<file path="config.mk">
export PLATFORM = sky130hd
export DESIGN_NAME = kpd_mode_ctrl
export DESIGN_NICKNAME = d
export VERILOG_FILES = /design/src/kpd_pkg.sv /design/src/kpd_key_if.sv /design/src/kpd_mode_ctrl.sv /design/src/kpd_key_debounce.sv
export VERILOG_INCLUDE_DIRS = /design/src
export SDC_FILE = /design/constraint.sdc
export NUM_CORES = 1
export LEC_CHECK = 0
export BUFFER_PORTS_ARGS = -buffer_cell sky130_fd_sc_hd__buf_2
export CORE_MARGIN = 2
export CORE_UTILIZATION = 42
export CTS_BUF_LIST = sky130_fd_sc_hd__clkbuf_4 sky130_fd_sc_hd__clkbuf_8
export CTS_CLUSTER_DIAMETER = 60
export DETAILED_ROUTE_END_ITERATION = 12
export GPL_ROUTABILITY_DRIVEN = 0
export PLACE_DENSITY = 0.69
export SLEW_MARGIN = 20
export SYNTH_ARGS = -nofsm -noshare
export SYNTH_HDL_FRONTEND = slang
export SYNTH_HIERARCHICAL = 1
export SYNTH_SLANG_ARGS = --single-unit
</file>
<file path="constraint.sdc">
create_clock -name clk_sys -period 5.3 [get_ports clk_sys]
set_clock_uncertainty 0.2 [all_clocks]
set_input_delay 1.06 -clock clk_sys [delete_from_list [all_inputs] [get_ports clk_sys]]
set_output_delay 1.06 -clock clk_sys [all_outputs]
set_load 0.01 [all_outputs]
</file>
<file path="src/kpd_map.svh">
// Constants of the keypad and display mode controller: key indices, timing,
// glyph codes and value ranges. Assumes a 40 MHz system clock.
`ifndef KPD_MAP_SVH
`define KPD_MAP_SVH

`define KPD_CLK_HZ      40000000
`define KPD_CYC(ms)     ((ms) * (`KPD_CLK_HZ / 1000))

// Times in milliseconds
`define KPD_MSG_MS      1000
`define KPD_IDLE_MS     20000
`define KPD_HOLD_MS     2000
`define KPD_DEB_MS      10
`define KPD_BLINK_MS    250

`define KPD_NUM_KEYS    5
`define KPD_K_MODE      0
`define KPD_K_SHIFT     1
`define KPD_K_UP        2
`define KPD_K_DOWN      3
`define KPD_K_SET       4

`define KPD_MON_LAST    5'h12
`define KPD_GRP_LAST    4'h4
`define KPD_IDX_LAST    8'h63
`define KPD_CUR_LAST    3'h4
`define KPD_DEC_LAST    4'h9

// Glyph codes; 5'h00 to 5'h0f are the hex digits themselves
`define KPD_G_BL        5'h10
`define KPD_G_MIN       5'h11
`define KPD_G_L         5'h12
`define KPD_G_R         5'h13
`define KPD_G_U         5'h14
`define KPD_G_N         5'h15
`define KPD_G_O         5'h16
`define KPD_G_P         5'h17
`define KPD_G_T         5'h18
`define KPD_G_Y         5'h19

`endif

</file>
<file path="src/kpd_pkg.sv">
// Types shared by the keypad and display mode controller.
// Assumes kpd_map.svh holds all numeric constants.
package kpd_pkg;

    typedef enum logic [2:0] {
        WS_SAVED,
        WS_READ_ONLY,
        WS_LOCKED,
        WS_RANGE,
        WS_SERVO_ON,
        WS_RESTART
    } kpd_wstat_t;

    typedef enum logic [2:0] {
        KS_POWERUP,
        KS_MONITOR,
        KS_PARAM,
        KS_SETTING,
        KS_WAIT,
        KS_STATUS,
        KS_FAULT
    } kpd_state_t;

    typedef logic [4:0] kpd_glyph_t;

endpackage

</file>
<file path="src/kpd_key_if.sv">
// Debounced key events between the key conditioner and the mode controller.
// Assumes both ends run on clk_sys.
`timescale 1ns/1ps
`include "kpd_map.svh"

interface kpd_key_if;
    logic [`KPD_NUM_KEYS-1:0] press;
    logic [`KPD_NUM_KEYS-1:0] held;

    modport src (output press, output held);
    modport dst (input press, input held);
endinterface

</file>
<file path="src/kpd_mode_ctrl.sv">
// Front-panel mode controller: keypad events in, five seven-segment digits out,
// with parameter store, monitor values and alarm source on the drive side.
// Assumes all drive-side inputs are synchronous to clk_sys.
`timescale 1ns/1ps
`include "kpd_map.svh"

module kpd_mode_ctrl #(
    parameter int MSG_CYC   = `KPD_CYC(`KPD_MSG_MS),
    parameter int IDLE_CYC  = `KPD_CYC(`KPD_IDLE_MS),
    parameter int HOLD_CYC  = `KPD_CYC(`KPD_HOLD_MS),
    parameter int DEB_CYC   = `KPD_CYC(`KPD_DEB_MS),
    parameter int BLINK_CYC = `KPD_CYC(`KPD_BLINK_MS)
) (
    input  wire logic                     clk_sys,
    input  wire logic                     sys_rst,
    input  wire logic [`KPD_NUM_KEYS-1:0] key_pin_n,
    input  wire logic                     alarm_active,
    input  wire logic [11:0]              alarm_code,
    input  wire logic [4:0]               mon_item_dflt,
    input  wire logic [19:0]              mon_dec_lo,
    input  wire logic [19:0]              mon_dec_hi,
    input  wire logic [15:0]              mon_hex_lo,
    input  wire logic [15:0]              mon_hex_hi,
    input  wire logic                     mon_neg,
    input  wire logic                     mon_is32,
    input  wire logic [19:0]              param_rd_digits,
    input  wire logic                     param_rd_neg,
    input  wire logic                     param_rd_hex,
    input  wire logic                     param_neg_ok,
    input  wire logic                     param_wr_ack,
    input  wire kpd_pkg::kpd_wstat_t      param_wr_status,
    input  wire logic                     diag_active,
    input  wire logic                     diag_last_step,
    output logic [4:0]                    mon_item_q,
    output logic [3:0]                    param_group_q,
    output logic [7:0]                    param_index_q,
    output logic                          param_wr_req_q,
    output logic [19:0]                   param_wr_digits_q,
    output logic                          param_wr_neg_q,
    output logic                          diag_exec_q,
    output logic [34:0]                   seg_q,
    output logic [4:0]                    dp_q
);

    kpd_key_if keys ();

    kpd_key_debounce #(
        .DEB_CYC (DEB_CYC)
    ) u_debounce (
        .clk_sys   (clk_sys),
        .sys_rst   (sys_rst),
        .key_pin_n (key_pin_n),
        .keys      (keys)
    );

    kpd_pkg::kpd_state_t state_q, state_d;
    kpd_pkg::kpd_wstat_t wstat_q, wstat_d;
    logic        init_q,     init_d;
    logic        alarm_q,    alarm_d;
    logic [31:0] timer_q,    timer_d;
    logic [31:0] idle_q,     idle_d;
    logic [31:0] hold_q,     hold_d;
    logic        hold_done_q, hold_done_d;
    logic [31:0] blink_q,    blink_d;
    logic        blink_on_q, blink_on_d;
    logic [4:0]  mon_item_d;
    logic        hex_q,      hex_d;
    logic        hi_q,       hi_d;
    logic [3:0]  group_d;
    logic [7:0]  index_d;
    logic [19:0] edit_d;
    logic        neg_d;
    logic        edit_hex_q, edit_hex_d;
    logic [2:0]  cur_q,      cur_d;
    logic        wr_req_d;
    logic        diag_d;

    logic        k_mode;
    logic        k_shift;
    logic        k_up;
    logic        k_down;
    logic        k_set;
    logic [3:0]  dig;
    logic [3:0]  dig_last;

    assign k_mode  = keys.press[`KPD_K_MODE];
    assign k_shift = keys.press[`KPD_K_SHIFT];
    assign k_up    = keys.press[`KPD_K_UP];
    assign k_down  = keys.press[`KPD_K_DOWN];
    assign k_set   = keys.press[`KPD_K_SET];
    assign dig      = param_wr_digits_q[cur_q*4 +: 4];
    assign dig_last = edit_hex_q ? 4'hf : `KPD_DEC_LAST;

    always_comb begin
        state_d     = state_q;
        wstat_d     = wstat_q;
        init_d      = 1'b1;
        alarm_d     = alarm_active;
        timer_d     = (timer_q != 32'h0) ? timer_q - 32'h1 : 32'h0;
        idle_d      = (idle_q >= 32'(IDLE_CYC)) ? idle_q : idle_q + 32'h1;
        hold_d      = 32'h0;
        hold_done_d = 1'b0;
        blink_d     = blink_q + 32'h1;
        blink_on_d  = blink_on_q;
        mon_item_d  = mon_item_q;
        hex_d       = hex_q;
        hi_d        = hi_q;
        group_d     = param_group_q;
        index_d     = param_index_q;
        edit_d      = param_wr_digits_q;
        neg_d       = param_wr_neg_q;
        edit_hex_d  = edit_hex_q;
        cur_d       = cur_q;
        wr_req_d    = 1'b0;
        diag_d      = 1'b0;
        if (blink_q >= 32'(BLINK_CYC - 1)) begin
            blink_d    = 32'h0;
            blink_on_d = ~blink_on_q;
        end
        if (|keys.press) begin
            idle_d = 32'h0;
        end
        unique case (state_q)
            kpd_pkg::KS_POWERUP: begin
                if (!init_q) begin
                    mon_item_d = mon_item_dflt;
                end else if (timer_q == 32'h0) begin
                    state_d = kpd_pkg::KS_MONITOR;
                end
            end
            kpd_pkg::KS_MONITOR: begin
                if (k_mode) begin
                    state_d = kpd_pkg::KS_PARAM;
                    timer_d = 32'h0;
                end else if (k_up || k_down) begin
                    if (k_up) begin
                        mon_item_d = (mon_item_q == `KPD_MON_LAST) ? 5'h0 : mon_item_q + 5'h1;
                    end else begin
                        mon_item_d = (mon_item_q == 5'h0) ? `KPD_MON_LAST : mon_item_q - 5'h1;
                    end
                    timer_d = 32'(MSG_CYC);
                end else if (k_set) begin
                    hex_d = ~hex_q;
                end else if (k_shift) begin
                    hi_d = ~hi_q;
                end
            end
            kpd_pkg::KS_PARAM: begin
                if (k_mode) begin
                    state_d = kpd_pkg::KS_MONITOR;
                end else if (k_shift) begin
                    group_d = (param_group_q == `KPD_GRP_LAST) ? 4'h0 : param_group_q + 4'h1;
                    index_d = 8'h0;
                end else if (k_up) begin
                    index_d = (param_index_q == `KPD_IDX_LAST) ? 8'h0 : param_index_q + 8'h1;
                end else if (k_down) begin
                    index_d = (param_index_q == 8'h0) ? `KPD_IDX_LAST : param_index_q - 8'h1;
                end else if (k_set) begin
                    state_d    = kpd_pkg::KS_SETTING;
                    edit_d     = param_rd_digits;
                    neg_d      = param_rd_neg & ~param_rd_hex;
                    edit_hex_d = param_rd_hex;
                    cur_d      = 3'h0;
                end
            end
            kpd_pkg::KS_SETTING: begin
                if (k_mode) begin
                    state_d = kpd_pkg::KS_PARAM;
                end else if (k_shift) begin
                    cur_d = (cur_q == `KPD_CUR_LAST) ? 3'h0 : cur_q + 3'h1;
                end else if (k_up) begin
                    edit_d[cur_q*4 +: 4] = (dig >= dig_last) ? 4'h0 : dig + 4'h1;
                end else if (k_down) begin
                    edit_d[cur_q*4 +: 4] = (dig == 4'h0) ? dig_last : dig - 4'h1;
                end else if (k_set) begin
                    if (diag_active) begin
                        diag_d = diag_last_step;
                    end else begin
                        wr_req_d = 1'b1;
                        state_d  = kpd_pkg::KS_WAIT;
                    end
                end
                // A long hold flips the sign of a decimal value once, if negative is allowed or already set; the press itself still moved the cursor
                if (keys.held[`KPD_K_SHIFT]) begin
                    hold_done_d = hold_done_q;
                    hold_d      = (hold_q >= 32'(HOLD_CYC)) ? hold_q : hold_q + 32'h1;
                    if (hold_q >= 32'(HOLD_CYC - 1) && !hold_done_q) begin
                        hold_done_d = 1'b1;
                        if (!edit_hex_q && (param_wr_neg_q || param_neg_ok)) begin
                            neg_d = ~param_wr_neg_q;
                        end
                    end
                end
            end
            kpd_pkg::KS_WAIT: begin
                if (param_wr_ack) begin
                    wstat_d = param_wr_status;
                    timer_d = 32'(MSG_CYC);
                    state_d = kpd_pkg::KS_STATUS;
                end
            end
            kpd_pkg::KS_STATUS: begin
                if (timer_q == 32'h0) begin
                    state_d = kpd_pkg::KS_PARAM;
                end
            end
            kpd_pkg::KS_FAULT: begin
                if (k_mode) begin
                    state_d = kpd_pkg::KS_MONITOR;
                end
            end
        endcase
        if (alarm_active && !alarm_q) begin
            state_d = kpd_pkg::KS_FAULT;
            timer_d = 32'h0;
        end else if (alarm_active && state_q != kpd_pkg::KS_FAULT
                     && state_q != kpd_pkg::KS_POWERUP && idle_q >= 32'(IDLE_CYC)) begin
            state_d = kpd_pkg::KS_FAULT;
            timer_d = 32'h0;
        end
    end

    always_ff @(posedge clk_sys) begin
        if (sys_rst) begin
            state_q           <= kpd_pkg::KS_POWERUP;
            wstat_q           <= kpd_pkg::WS_SAVED;
            init_q            <= 1'b0;
            alarm_q           <= 1'b0;
            timer_q           <= 32'(MSG_CYC);
            idle_q            <= 32'h0;
            hold_q            <= 32'h0;
            hold_done_q       <= 1'b0;
            blink_q           <= 32'h0;
            blink_on_q        <= 1'b1;
            mon_item_q        <= 5'h0;
            hex_q             <= 1'b0;
            hi_q              <= 1'b0;
            param_group_q     <= 4'h0;
            param_index_q     <= 8'h0;
            param_wr_digits_q <= 20'h0;
            param_wr_neg_q    <= 1'b0;
            edit_hex_q        <= 1'b0;
            cur_q             <= 3'h0;
            param_wr_req_q    <= 1'b0;
            diag_exec_q       <= 1'b0;
        end else begin
            state_q           <= state_d;
            wstat_q           <= wstat_d;
            init_q            <= init_d;
            alarm_q           <= alarm_d;
            timer_q           <= timer_d;
            idle_q            <= idle_d;
            hold_q            <= hold_d;
            hold_done_q       <= hold_done_d;
            blink_q           <= blink_d;
            blink_on_q        <= blink_on_d;
            mon_item_q        <= mon_item_d;
            hex_q             <= hex_d;
            hi_q              <= hi_d;
            param_group_q     <= group_d;
            param_index_q     <= index_d;
            param_wr_digits_q <= edit_d;
            param_wr_neg_q    <= neg_d;
            edit_hex_q        <= edit_hex_d;
            cur_q             <= cur_d;
            param_wr_req_q    <= wr_req_d;
            diag_exec_q       <= diag_d;
        end
    end

    function automatic logic [6:0] kpd_seg(input kpd_pkg::kpd_glyph_t g);
        unique case (g)
            5'h00: kpd_seg = 7'h3f;
            5'h01: kpd_seg = 7'h06;
            5'h02: kpd_seg = 7'h5b;
            5'h03: kpd_seg = 7'h4f;
            5'h04: kpd_seg = 7'h66;
            5'h05: kpd_seg = 7'h6d;
            5'h06: kpd_seg = 7'h7d;
            5'h07: kpd_seg = 7'h07;
            5'h08: kpd_seg = 7'h7f;
            5'h09: kpd_seg = 7'h6f;
            5'h0a: kpd_seg = 7'h77;
            5'h0b: kpd_seg = 7'h7c;
            5'h0c: kpd_seg = 7'h39;
            5'h0d: kpd_seg = 7'h5e;
            5'h0e: kpd_seg = 7'h79;
            5'h0f: kpd_seg = 7'h71;
            `KPD_G_MIN: kpd_seg = 7'h40;
            `KPD_G_L:   kpd_seg = 7'h38;
            `KPD_G_R:   kpd_seg = 7'h50;
            `KPD_G_U:   kpd_seg = 7'h3e;
            `KPD_G_N:   kpd_seg = 7'h54;
            `KPD_G_O:   kpd_seg = 7'h5c;
            `KPD_G_P:   kpd_seg = 7'h73;
            `KPD_G_T:   kpd_seg = 7'h78;
            `KPD_G_Y:   kpd_seg = 7'h6e;
            default:    kpd_seg = 7'h00;
        endcase
    endfunction

    kpd_pkg::kpd_glyph_t gl [5];
    logic [4:0]  dp_d;
    logic [34:0] seg_d;
    logic [19:0] mon_dec;

    assign mon_dec = (mon_is32 && hi_q) ? mon_dec_hi : mon_dec_lo;

    always_comb begin
        for (int i = 0; i < 5; i++) begin
            gl[i] = `KPD_G_BL;
        end
        dp_d = 5'h0;
        unique case (state_q)
            kpd_pkg::KS_POWERUP, kpd_pkg::KS_MONITOR: begin
                if (state_q == kpd_pkg::KS_POWERUP || timer_q != 32'h0) begin
                    gl[4] = 5'h0f;
                    gl[3] = `KPD_G_N;
                    gl[2] = `KPD_G_MIN;
                    gl[1] = {4'h0, mon_item_q[4]};
                    gl[0] = {1'b0, mon_item_q[3:0]};
                end else if (hex_q) begin
                    for (int i = 0; i < 4; i++) begin
                        gl[i] = {1'b0, hi_q ? mon_hex_hi[i*4 +: 4] : mon_hex_lo[i*4 +: 4]};
                    end
                end else begin
                    for (int i = 0; i < 5; i++) begin
                        gl[i] = {1'b0, mon_dec[i*4 +: 4]};
                    end
                    dp_d[4:3] = {2{mon_neg}};
                    dp_d[1:0] = mon_is32 ? {hi_q, ~hi_q} : 2'b00;
                end
            end
            kpd_pkg::KS_PARAM: begin
                gl[4] = `KPD_G_P;
                gl[3] = {1'b0, param_group_q};
                gl[2] = `KPD_G_MIN;
                gl[1] = {1'b0, param_index_q[7:4]};
                gl[0] = {1'b0, param_index_q[3:0]};
            end
            kpd_pkg::KS_SETTING, kpd_pkg::KS_WAIT: begin
                for (int i = 0; i < 5; i++) begin
                    gl[i] = {1'b0, param_wr_digits_q[i*4 +: 4]};
                end
                if (state_q == kpd_pkg::KS_SETTING && !blink_on_q) begin
                    gl[cur_q] = `KPD_G_BL;
                end
                dp_d[4:3] = {2{param_wr_neg_q & ~edit_hex_q}};
            end
            kpd_pkg::KS_STATUS: begin
                unique case (wstat_q)
                    kpd_pkg::WS_SAVED:
                        {gl[4], gl[3], gl[2], gl[1], gl[0]} =
                            {5'h05, 5'h0a, `KPD_G_U, 5'h0e, 5'h0d};
                    kpd_pkg::WS_READ_ONLY:
                        {gl[4], gl[3], gl[2], gl[1], gl[0]} =
                            {`KPD_G_R, `KPD_G_MIN, 5'h00, `KPD_G_L, `KPD_G_Y};
                    kpd_pkg::WS_LOCKED:
                        {gl[4], gl[3], gl[2], gl[1], gl[0]} =
                            {`KPD_G_L, `KPD_G_O, 5'h0c, 5'h0e, 5'h0d};
                    kpd_pkg::WS_RANGE:
                        {gl[4], gl[3], gl[2], gl[1], gl[0]} =
                            {5'h00, `KPD_G_U, `KPD_G_T, `KPD_G_MIN, `KPD_G_R};
                    kpd_pkg::WS_SERVO_ON:
                        {gl[4], gl[3], gl[2], gl[1], gl[0]} =
                            {5'h05, `KPD_G_R, `KPD_G_MIN, `KPD_G_O, `KPD_G_N};
                    default:
                        {gl[4], gl[3], gl[2], gl[1], gl[0]} =
                            {`KPD_G_P, `KPD_G_O, `KPD_G_MIN, `KPD_G_O, `KPD_G_N};
                endcase
            end
            kpd_pkg::KS_FAULT: begin
                gl[4] = 5'h0a;
                gl[3] = `KPD_G_L;
                gl[2] = {1'b0, alarm_code[11:8]};
                gl[1] = {1'b0, alarm_code[7:4]};
                gl[0] = {1'b0, alarm_code[3:0]};
            end
        endcase
    end

    for (genvar i = 0; i < 5; i++) begin : g_digit
        assign seg_d[i*7 +: 7] = kpd_seg(gl[i]);
    end

    always_ff @(posedge clk_sys) begin
        if (sys_rst) begin
            seg_q <= 35'h0;
            dp_q  <= 5'h0;
        end else begin
            seg_q <= seg_d;
            dp_q  <= dp_d;
        end
    end

endmodule

</file>
<file path="src/kpd_key_debounce.sv">
// Key conditioner: synchronises the active-low key pins, debounces them and
// emits one pulse per press. Assumes pins are asynchronous to clk_sys.
`timescale 1ns/1ps
`include "kpd_map.svh"

module kpd_key_debounce #(
    parameter int DEB_CYC = `KPD_CYC(`KPD_DEB_MS)
) (
    input  wire logic                     clk_sys,
    input  wire logic                     sys_rst,
    input  wire logic [`KPD_NUM_KEYS-1:0] key_pin_n,
    kpd_key_if.src                        keys
);

    for (genvar i = 0; i < `KPD_NUM_KEYS; i++) begin : g_key
        logic        s1_q;
        logic        s2_q;
        logic        stable_q;
        logic        stable_d;
        logic        press_q;
        logic        press_d;
        logic [31:0] cnt_q;
        logic [31:0] cnt_d;

        // A level must hold for the full window before it counts
        always_comb begin
            stable_d = stable_q;
            press_d  = 1'b0;
            cnt_d    = 32'h0;
            if (s2_q != stable_q) begin
                cnt_d = cnt_q + 32'h1;
                if (cnt_q >= 32'(DEB_CYC - 1)) begin
                    stable_d = s2_q;
                    press_d  = s2_q;
                    cnt_d    = 32'h0;
                end
            end
        end

        always_ff @(posedge clk_sys) begin
            if (sys_rst) begin
                s1_q     <= 1'b0;
                s2_q     <= 1'b0;
                stable_q <= 1'b0;
                press_q  <= 1'b0;
                cnt_q    <= 32'h0;
            end else begin
                s1_q     <= ~key_pin_n[i];
                s2_q     <= s1_q;
                stable_q <= stable_d;
                press_q  <= press_d;
                cnt_q    <= cnt_d;
            end
        end

        assign keys.press[i] = press_q;
        assign keys.held[i]  = stable_q;
    end

endmodule

</file>
==> flow_summary.yaml, run 1 <==
status:
  status: "finished, final reports clean"
floorplanning:
  die_area_um2: 49600
  die_y_um: 223
  die_w_um: 223
  core_area_um2: 47400
  start_util_pct: 42.4
  rows: 80
  ios: 208
power_and_ir_drop:
  ir_worst_vdd_v: 0.000174
  switching_power_uw: 1930
  powerDensity_nw_per_um2: 317
  swShare_pct: 25.9
  pwr-share-comb_pct: 11.7
  intPower_uw: 5520
  power.leakage_uw: 0.00919
  clockPowerShare_pct: 45.0
  pwr-share-seq_pct: 43.3
finish:
  multiInputGateArea_um2: 11500
  mostFrequentLayoutCell: "dfxtp_1"
  num_antenna_cells: 0
  fillers: 4557
  area_delta_synth_final_pct: 16.9
  register_area_um2: 8050
  drive_above_1_share_pct: 16.1
  nets: 2812
  most-common-layout-cells: "401 x dfxtp_1, 350 x nor2_1, 205 x buf_2"
routing:
  drcViolationCount: 0
  wire_per_inst_um: 17.1
  vias: 18200
  drt-pass1-iter-count: 9
  initialDrtViolationCount: 1598
  vias_per_cell: 5.54
  ant_nets: 0
  wl_um: 56100
grt:
  top_usage_layer: "met2"
  overflow: 0
  grtUsageMet2_pct: 37.7
  grtUsageTotal_pct: 22.2
  grt_pass1_wl_um: 89600
  grtUsageMet1_pct: 26.3
  antenna_found_initial: 3
  grt_pass1_vias: 17300
  grt_start_max_net_pins: 48
  globalRouteMet3Util_pct: 5.41
clock_network:
  worstSkewPairLatency_ps: 640
  cts-root-buf: "clkbuf_8"
  clockBufferDepth: 3
  cts_buffers: 71
  numClockSinks: 402
  htreeDepth: 3
  cts_tree: "yes"
  clkTransAtPathRegs_ps: 60
  cts_setup_buffers: 0
  cts-resized-gates: 0
  cts_hold_buf: 0
sta:
  setup_violations: 0
  fmaxAchievable_mhz: 233
  finalHoldViolations: 0
  fin_crit_ps: 4280
  fin_crit_sh_pct: 80.8
  worstMarginPinSlew_ps: 1060
  finalWorstSetupSlack_ps: 1020
  max_slew_margin_pct: 29.6
  setup_tns_ps: 0
  slew_viol_final: 0
  rsz0062_at_grt: "false"
critical_path:
  path_common_cell: "o21ai_0"
  crit_fanout: 29
  critPathRequiredTime_ps: 5630
  path_cells: "nand2b_1 > and3_1 > and2_1 > a21oi_1 > inv_1 > ha_1 > or2_2 > o21ai_0 > o21ai_0 > a221oi_1"
  cpPeakStageDelay_ps: 880
  crit_type: "flip-flop to flip-flop"
  cp-end-kind: "flip-flop"
  crit_arrival_ps: 4610
  path_buf_inv: 1
  critical_path.top_delay_family: "simple AND/OR/NAND/NOR gates"
  cp_slowest_cell: "dfxtp_1"
  start_kind: "flip-flop"
logic_synthesis:
  syn_inst: 2358
  synth_area_um2: 20100
  synth_warnings: 6
  syn_avg_cell_area_um2: 8.52
job:
  drv_cap: 0
place:
  port_buffers: 206
  dp_worst_setup_slack_ps: 898
  dp.final_hpwl_um: 41300
hold_path:
  min_path_type: "flip-flop to flip-flop"
-- sequential cells by signal (all words and copies together), names as in the netlist, 3 cells and up --
register	flops
wstat_q	3
timer_q	32
state_q	3
mon_item_q	5
u_debounce/g_key.s1_q	5
cur_q	3
u_debounce/g_key.s2_q	5
u_debounce/g_key.stable_q	5
param_wr_digits_q	20
param_group_q	4
hold_q	32
u_debounce/g_key.press_q	5
param_index_q	8
u_debounce/g_key.cnt_q	160
idle_q	32
blink_q	32
seg_q	35
dp_q	3
-- stage by stage --
stage / area (um2) / instances / hold WS [ps] / utilization, % / total power (uW)
final: 23500 / 3287 / 238 / 49.5 / 7450
after detailed placement: 21800 / 3160 / 232 / 46.0 / 4140
after CTS: 23500 / 3287 / 246 / 49.5 / 7510
after floorplan: 20400 / 2430 / 214 / - / 3850
after global placement: 21800 / 3160 / 227 / 46.0 / 4110
after global routing: 23500 / 3287 / 261 / 49.5 / 7770
-- area by class of cell --
| cell class | instances | share of cell area (%) |
|---|---|---|
| Clock buffer | 102 | 5.57 |
| Inverter | 75 | 1.20 |
| Tap cell | 615 | 3.27 |
| Timing Repair Buffer | 224 | 4.97 |
| Multi-Input combinational cell | 1844 | 49.1 |
| Sequential cell | 402 | 34.2 |
| Clock inverter | 25 | 1.60 |
-- path summary, 6_finish.rpt --
check	from	to	slack, ps	cells after the start
setup / recovery	state_q[1]$_SDFFE_PP0P_	seg_q[10]$_SDFF_PP0_	1020	10
hold / removal	u_debounce/g_key[3].s1_q$_SDFF_PP0_	u_debounce/g_key[3].s2_q$_SDFF_PP0_	240	1
setup reg to reg	state_q[1]$_SDFFE_PP0P_	seg_q[10]$_SDFF_PP0_	1020	10
hold reg to reg	u_debounce/g_key[3].s1_q$_SDFF_PP0_	u_debounce/g_key[3].s2_q$_SDFF_PP0_	240	1
-- metal layers --
layer	part of all wire, %	wire length, um
met1	40	22600
met5	0.048	27
met2	47	26400
met3	8.2	4570
met4	4.5	2530
-- worst register-to-register path: stages (launching register included) --
cell and delay [ps]:
dfxtp_1 880, nand2b_1 520, and3_1 370, and2_1 220, a21oi_1 640, inv_1 240, ha_1 320, or2_2 320
o21ai_0 80, o21ai_0 110, a221oi_1 280
-- power groups by stage --
stage | combinational [uW] | clock (uW) | sequential [uW]
2_1_floorplan | 577 | 0 | 3270
4_1_cts | 856 | 3440 | 3220
6_report | 873 | 3350 | 3220
3_5_place_dp | 849 | 0 | 3290
5_1_grt | 956 | 3580 | 3230
3_3_place_gp | 828 | 0 | 3280
Power figures use the tool's default switching activity.
==> run 2, diff against run 1 <==
==> constraint.sdc (replaced) <==
create_clock -name clk_sys -period 4.38 [get_ports clk_sys]
set_clock_uncertainty 0.2 [all_clocks]
set_input_delay 0.876 -clock clk_sys [delete_from_list [all_inputs] [get_ports clk_sys]]
set_output_delay 0.876 -clock clk_sys [all_outputs]
set_load 0.01 [all_outputs]
==> run 2 against run 1 <==
  * Register-to-register slack got worse by 500 ps
  * Combinational power rose by 21%
  * Critical path depth grew 1
  * Largest cell class unchanged
  * Highest routed layer unchanged
  * Clock-buffer cell count is 1 lower
  * Global-route usage is 0.21 points lower
  * Critical path type unchanged
  * Cell count about the same
  * Routed wire length is 0.36% lower
  * Sequential share of layout area rose by 0.095 points
  * Worst setup slack worse by 500 ps
  * Sequential power grew 21%
  * Clock power grew 15%
  * Total power is 18% higher
==> flow_summary.yaml, run 2 (synthesis gave the netlist of run 1 again) <==
status:
  status: "finished, final reports clean"
floorplanning:
  rows: 80
  die_w_um: 223
  die_y_um: 223
  start_util_pct: 42.4
  die_area_um2: 49600
  core_area_um2: 47400
  ios: 208
critical_path:
  start_kind: "flip-flop"
  cp-end-kind: "flip-flop"
  cpPeakStageDelay_ps: 640
  critical_path.top_delay_family: "compound AO/OA/AOI/OAI gates"
  path_cells: "mux2i_1 > o2bb2ai_1 > a21oi_1 > inv_1 > ha_1 > o41ai_1 > or2_2 > nand2_1 > a22oi_1 > inv_1 > a2111oi_1"
  path_buf_inv: 2
  critPathRequiredTime_ps: 4690
  crit_arrival_ps: 4170
  crit_type: "flip-flop to flip-flop"
  crit_fanout: 22
  path_common_cell: "inv_1"
  cp_slowest_cell: "dfxtp_2"
power_and_ir_drop:
  swShare_pct: 25.9
  intPower_uw: 6520
  pwr-share-seq_pct: 44.2
  ir_worst_vdd_v: 0.000203
  powerDensity_nw_per_um2: 375
  pwr-share-comb_pct: 12.1
  switching_power_uw: 2280
  power.leakage_uw: 0.00918
  clockPowerShare_pct: 43.7
finish:
  most-common-layout-cells: "400 x dfxtp_1, 350 x nor2_1, 205 x buf_2"
  area_delta_synth_final_pct: 16.6
  reg.largest.list: "u_debounce/g_key.cnt_q (160), seg_q (35)"
  fillers: 4435
  nets: 2818
  mostFrequentLayoutCell: "dfxtp_1"
  largest_register_ffs: 160
  largest_register: "u_debounce/g_key.cnt_q"
  num_antenna_cells: 0
  utilization_pct: 49.4
  final_cells: 3285
  drive_above_1_share_pct: 16.0
place:
  port_buffers: 206
  dp.final_hpwl_um: 41400
  dp_worst_setup_slack_ps: 343
  post-place-cells: 3167
sta:
  setup_violations: 0
  setup_tns_ps: 0
  rsz0062_at_grt: "false"
  hold_slack_ps: 221
  slew_viol_final: 0
  finalHoldViolations: 0
  worstMarginPinSlew_ps: 1010
  max_slew_margin_pct: 32.5
  finalWorstSetupSlack_ps: 513
  fmaxAchievable_mhz: 259
  fin_crit_ps: 3870
  fin_crit_sh_pct: 88.3
clock_network:
  cts-root-buf: "clkbuf_8"
  htreeDepth: 3
  numClockSinks: 402
  cts_tree: "yes"
  cts_setup_buffers: 0
  clkTransAtPathRegs_ps: 60
  cts_buffers: 70
  worstSkewPairLatency_ps: 620
  clockBufferDepth: 3
routing:
  wire_per_inst_um: 17.0
  ant_nets: 0
  drt-pass1-iter-count: 6
  drcViolationCount: 0
  initialDrtViolationCount: 1623
  vias_per_cell: 5.56
  vias: 18300
  wl_um: 55900
grt:
  grt_pass1_wl_um: 89100
  grt_pass1_vias: 17500
  grtUsageTotal_pct: 22.0
  antenna_found_initial: 1
  overflow: 0
  grt_start_max_net_pins: 58
job:
  drv_cap: 0
hold_path:
  min_path_type: "input pin to flip-flop"
[run 2: cell types whose count changed in the layout (fill, tap and decap cells not counted), moves of 2 or more]
cell,previous run,this run
buf_4,19,26
bufinv_16,9,7
clkbuf_8,87,85
clkinvlp_4,5,2
clkinv_2,8,4
[run 2: path summary, 6_finish.rpt]
kind	startpoint	endpoint	slack, ps	cells after the start
setup / recovery	cur_q[0]$_SDFFE_PP0P_	param_wr_digits_q[16]$_SDFFE_PP0P_	510	11
hold / removal	key_pin_n[0]	u_debounce/g_key[0].s1_q$_SDFF_PP0_	220	2
setup reg to reg	cur_q[0]$_SDFFE_PP0P_	param_wr_digits_q[16]$_SDFFE_PP0P_	510	11
hold reg to reg	u_debounce/g_key[0].cnt_q[0]$_SDFF_PP0_	u_debounce/g_key[0].cnt_q[0]$_SDFF_PP0_	250	1
[run 2: layer usage]
layer  vias up  share of wire [%]  global-route usage (%)
li1       8802                  -                       -
met3       182                8.6                    5.59
met4         2                5.1                    11.6
met1      8493                 40                    26.0
met2       788                 46                    36.8
met5         -              0.025                       0
[run 2: final cells by class]
class                           instances  area (um2)  area share [%]
Clock buffer                          101        1290            5.50
Tap cell                              615         769            3.28
Sequential cell                       402        8050            34.3
Timing Repair Buffer                  231        1220            5.21
Clock inverter                         17         290            1.24
Multi-Input combinational cell       1844       11500            49.2
Inverter                               75         282            1.20
[run 2: what timing repair did]
item,CTS,global route
resized for setup,0,1
hold buffers,0,0
endpoints found under the setup margin,0,4
[run 2: power by group through the flow]
stage          Sequential (uW)  Combinational, uW  Clock, uW
6_report                  3890               1060       3840
5_1_grt                   3900               1170       4110
4_1_cts                   3890               1050       3950
3_5_place_dp              3970               1040          0
3_3_place_gp              3960               1020          0
2_1_floorplan             3960                698          0
[run 2: per-stage QoR]
| step | total power [uW] | instance area, um2 |
|---|---|---|
| 2_1_floorplan | 4660 | 20400 |
| 3_3_place_gp | 4980 | 21900 |
| 3_5_place_dp | 5010 | 21900 |
| 4_1_cts | 8880 | 23400 |
| 5_1_grt | 9180 | 23400 |
| 6_report | 8800 | 23400 |
[run 2: worst reg2reg max path, delay by kind of cell, from the launching register on]
| family | cells | cell delay, ps |
|---|---|---|
| AOI/OAI and AO/OA | 5 | 1890 |
| DFF | 1 | 640 |
| muxes | 1 | 280 |
| and+or+nand+nor | 2 | 280 |
| buffers and inverters | 2 | 240 |
| adders and majority gates | 1 | 240 |
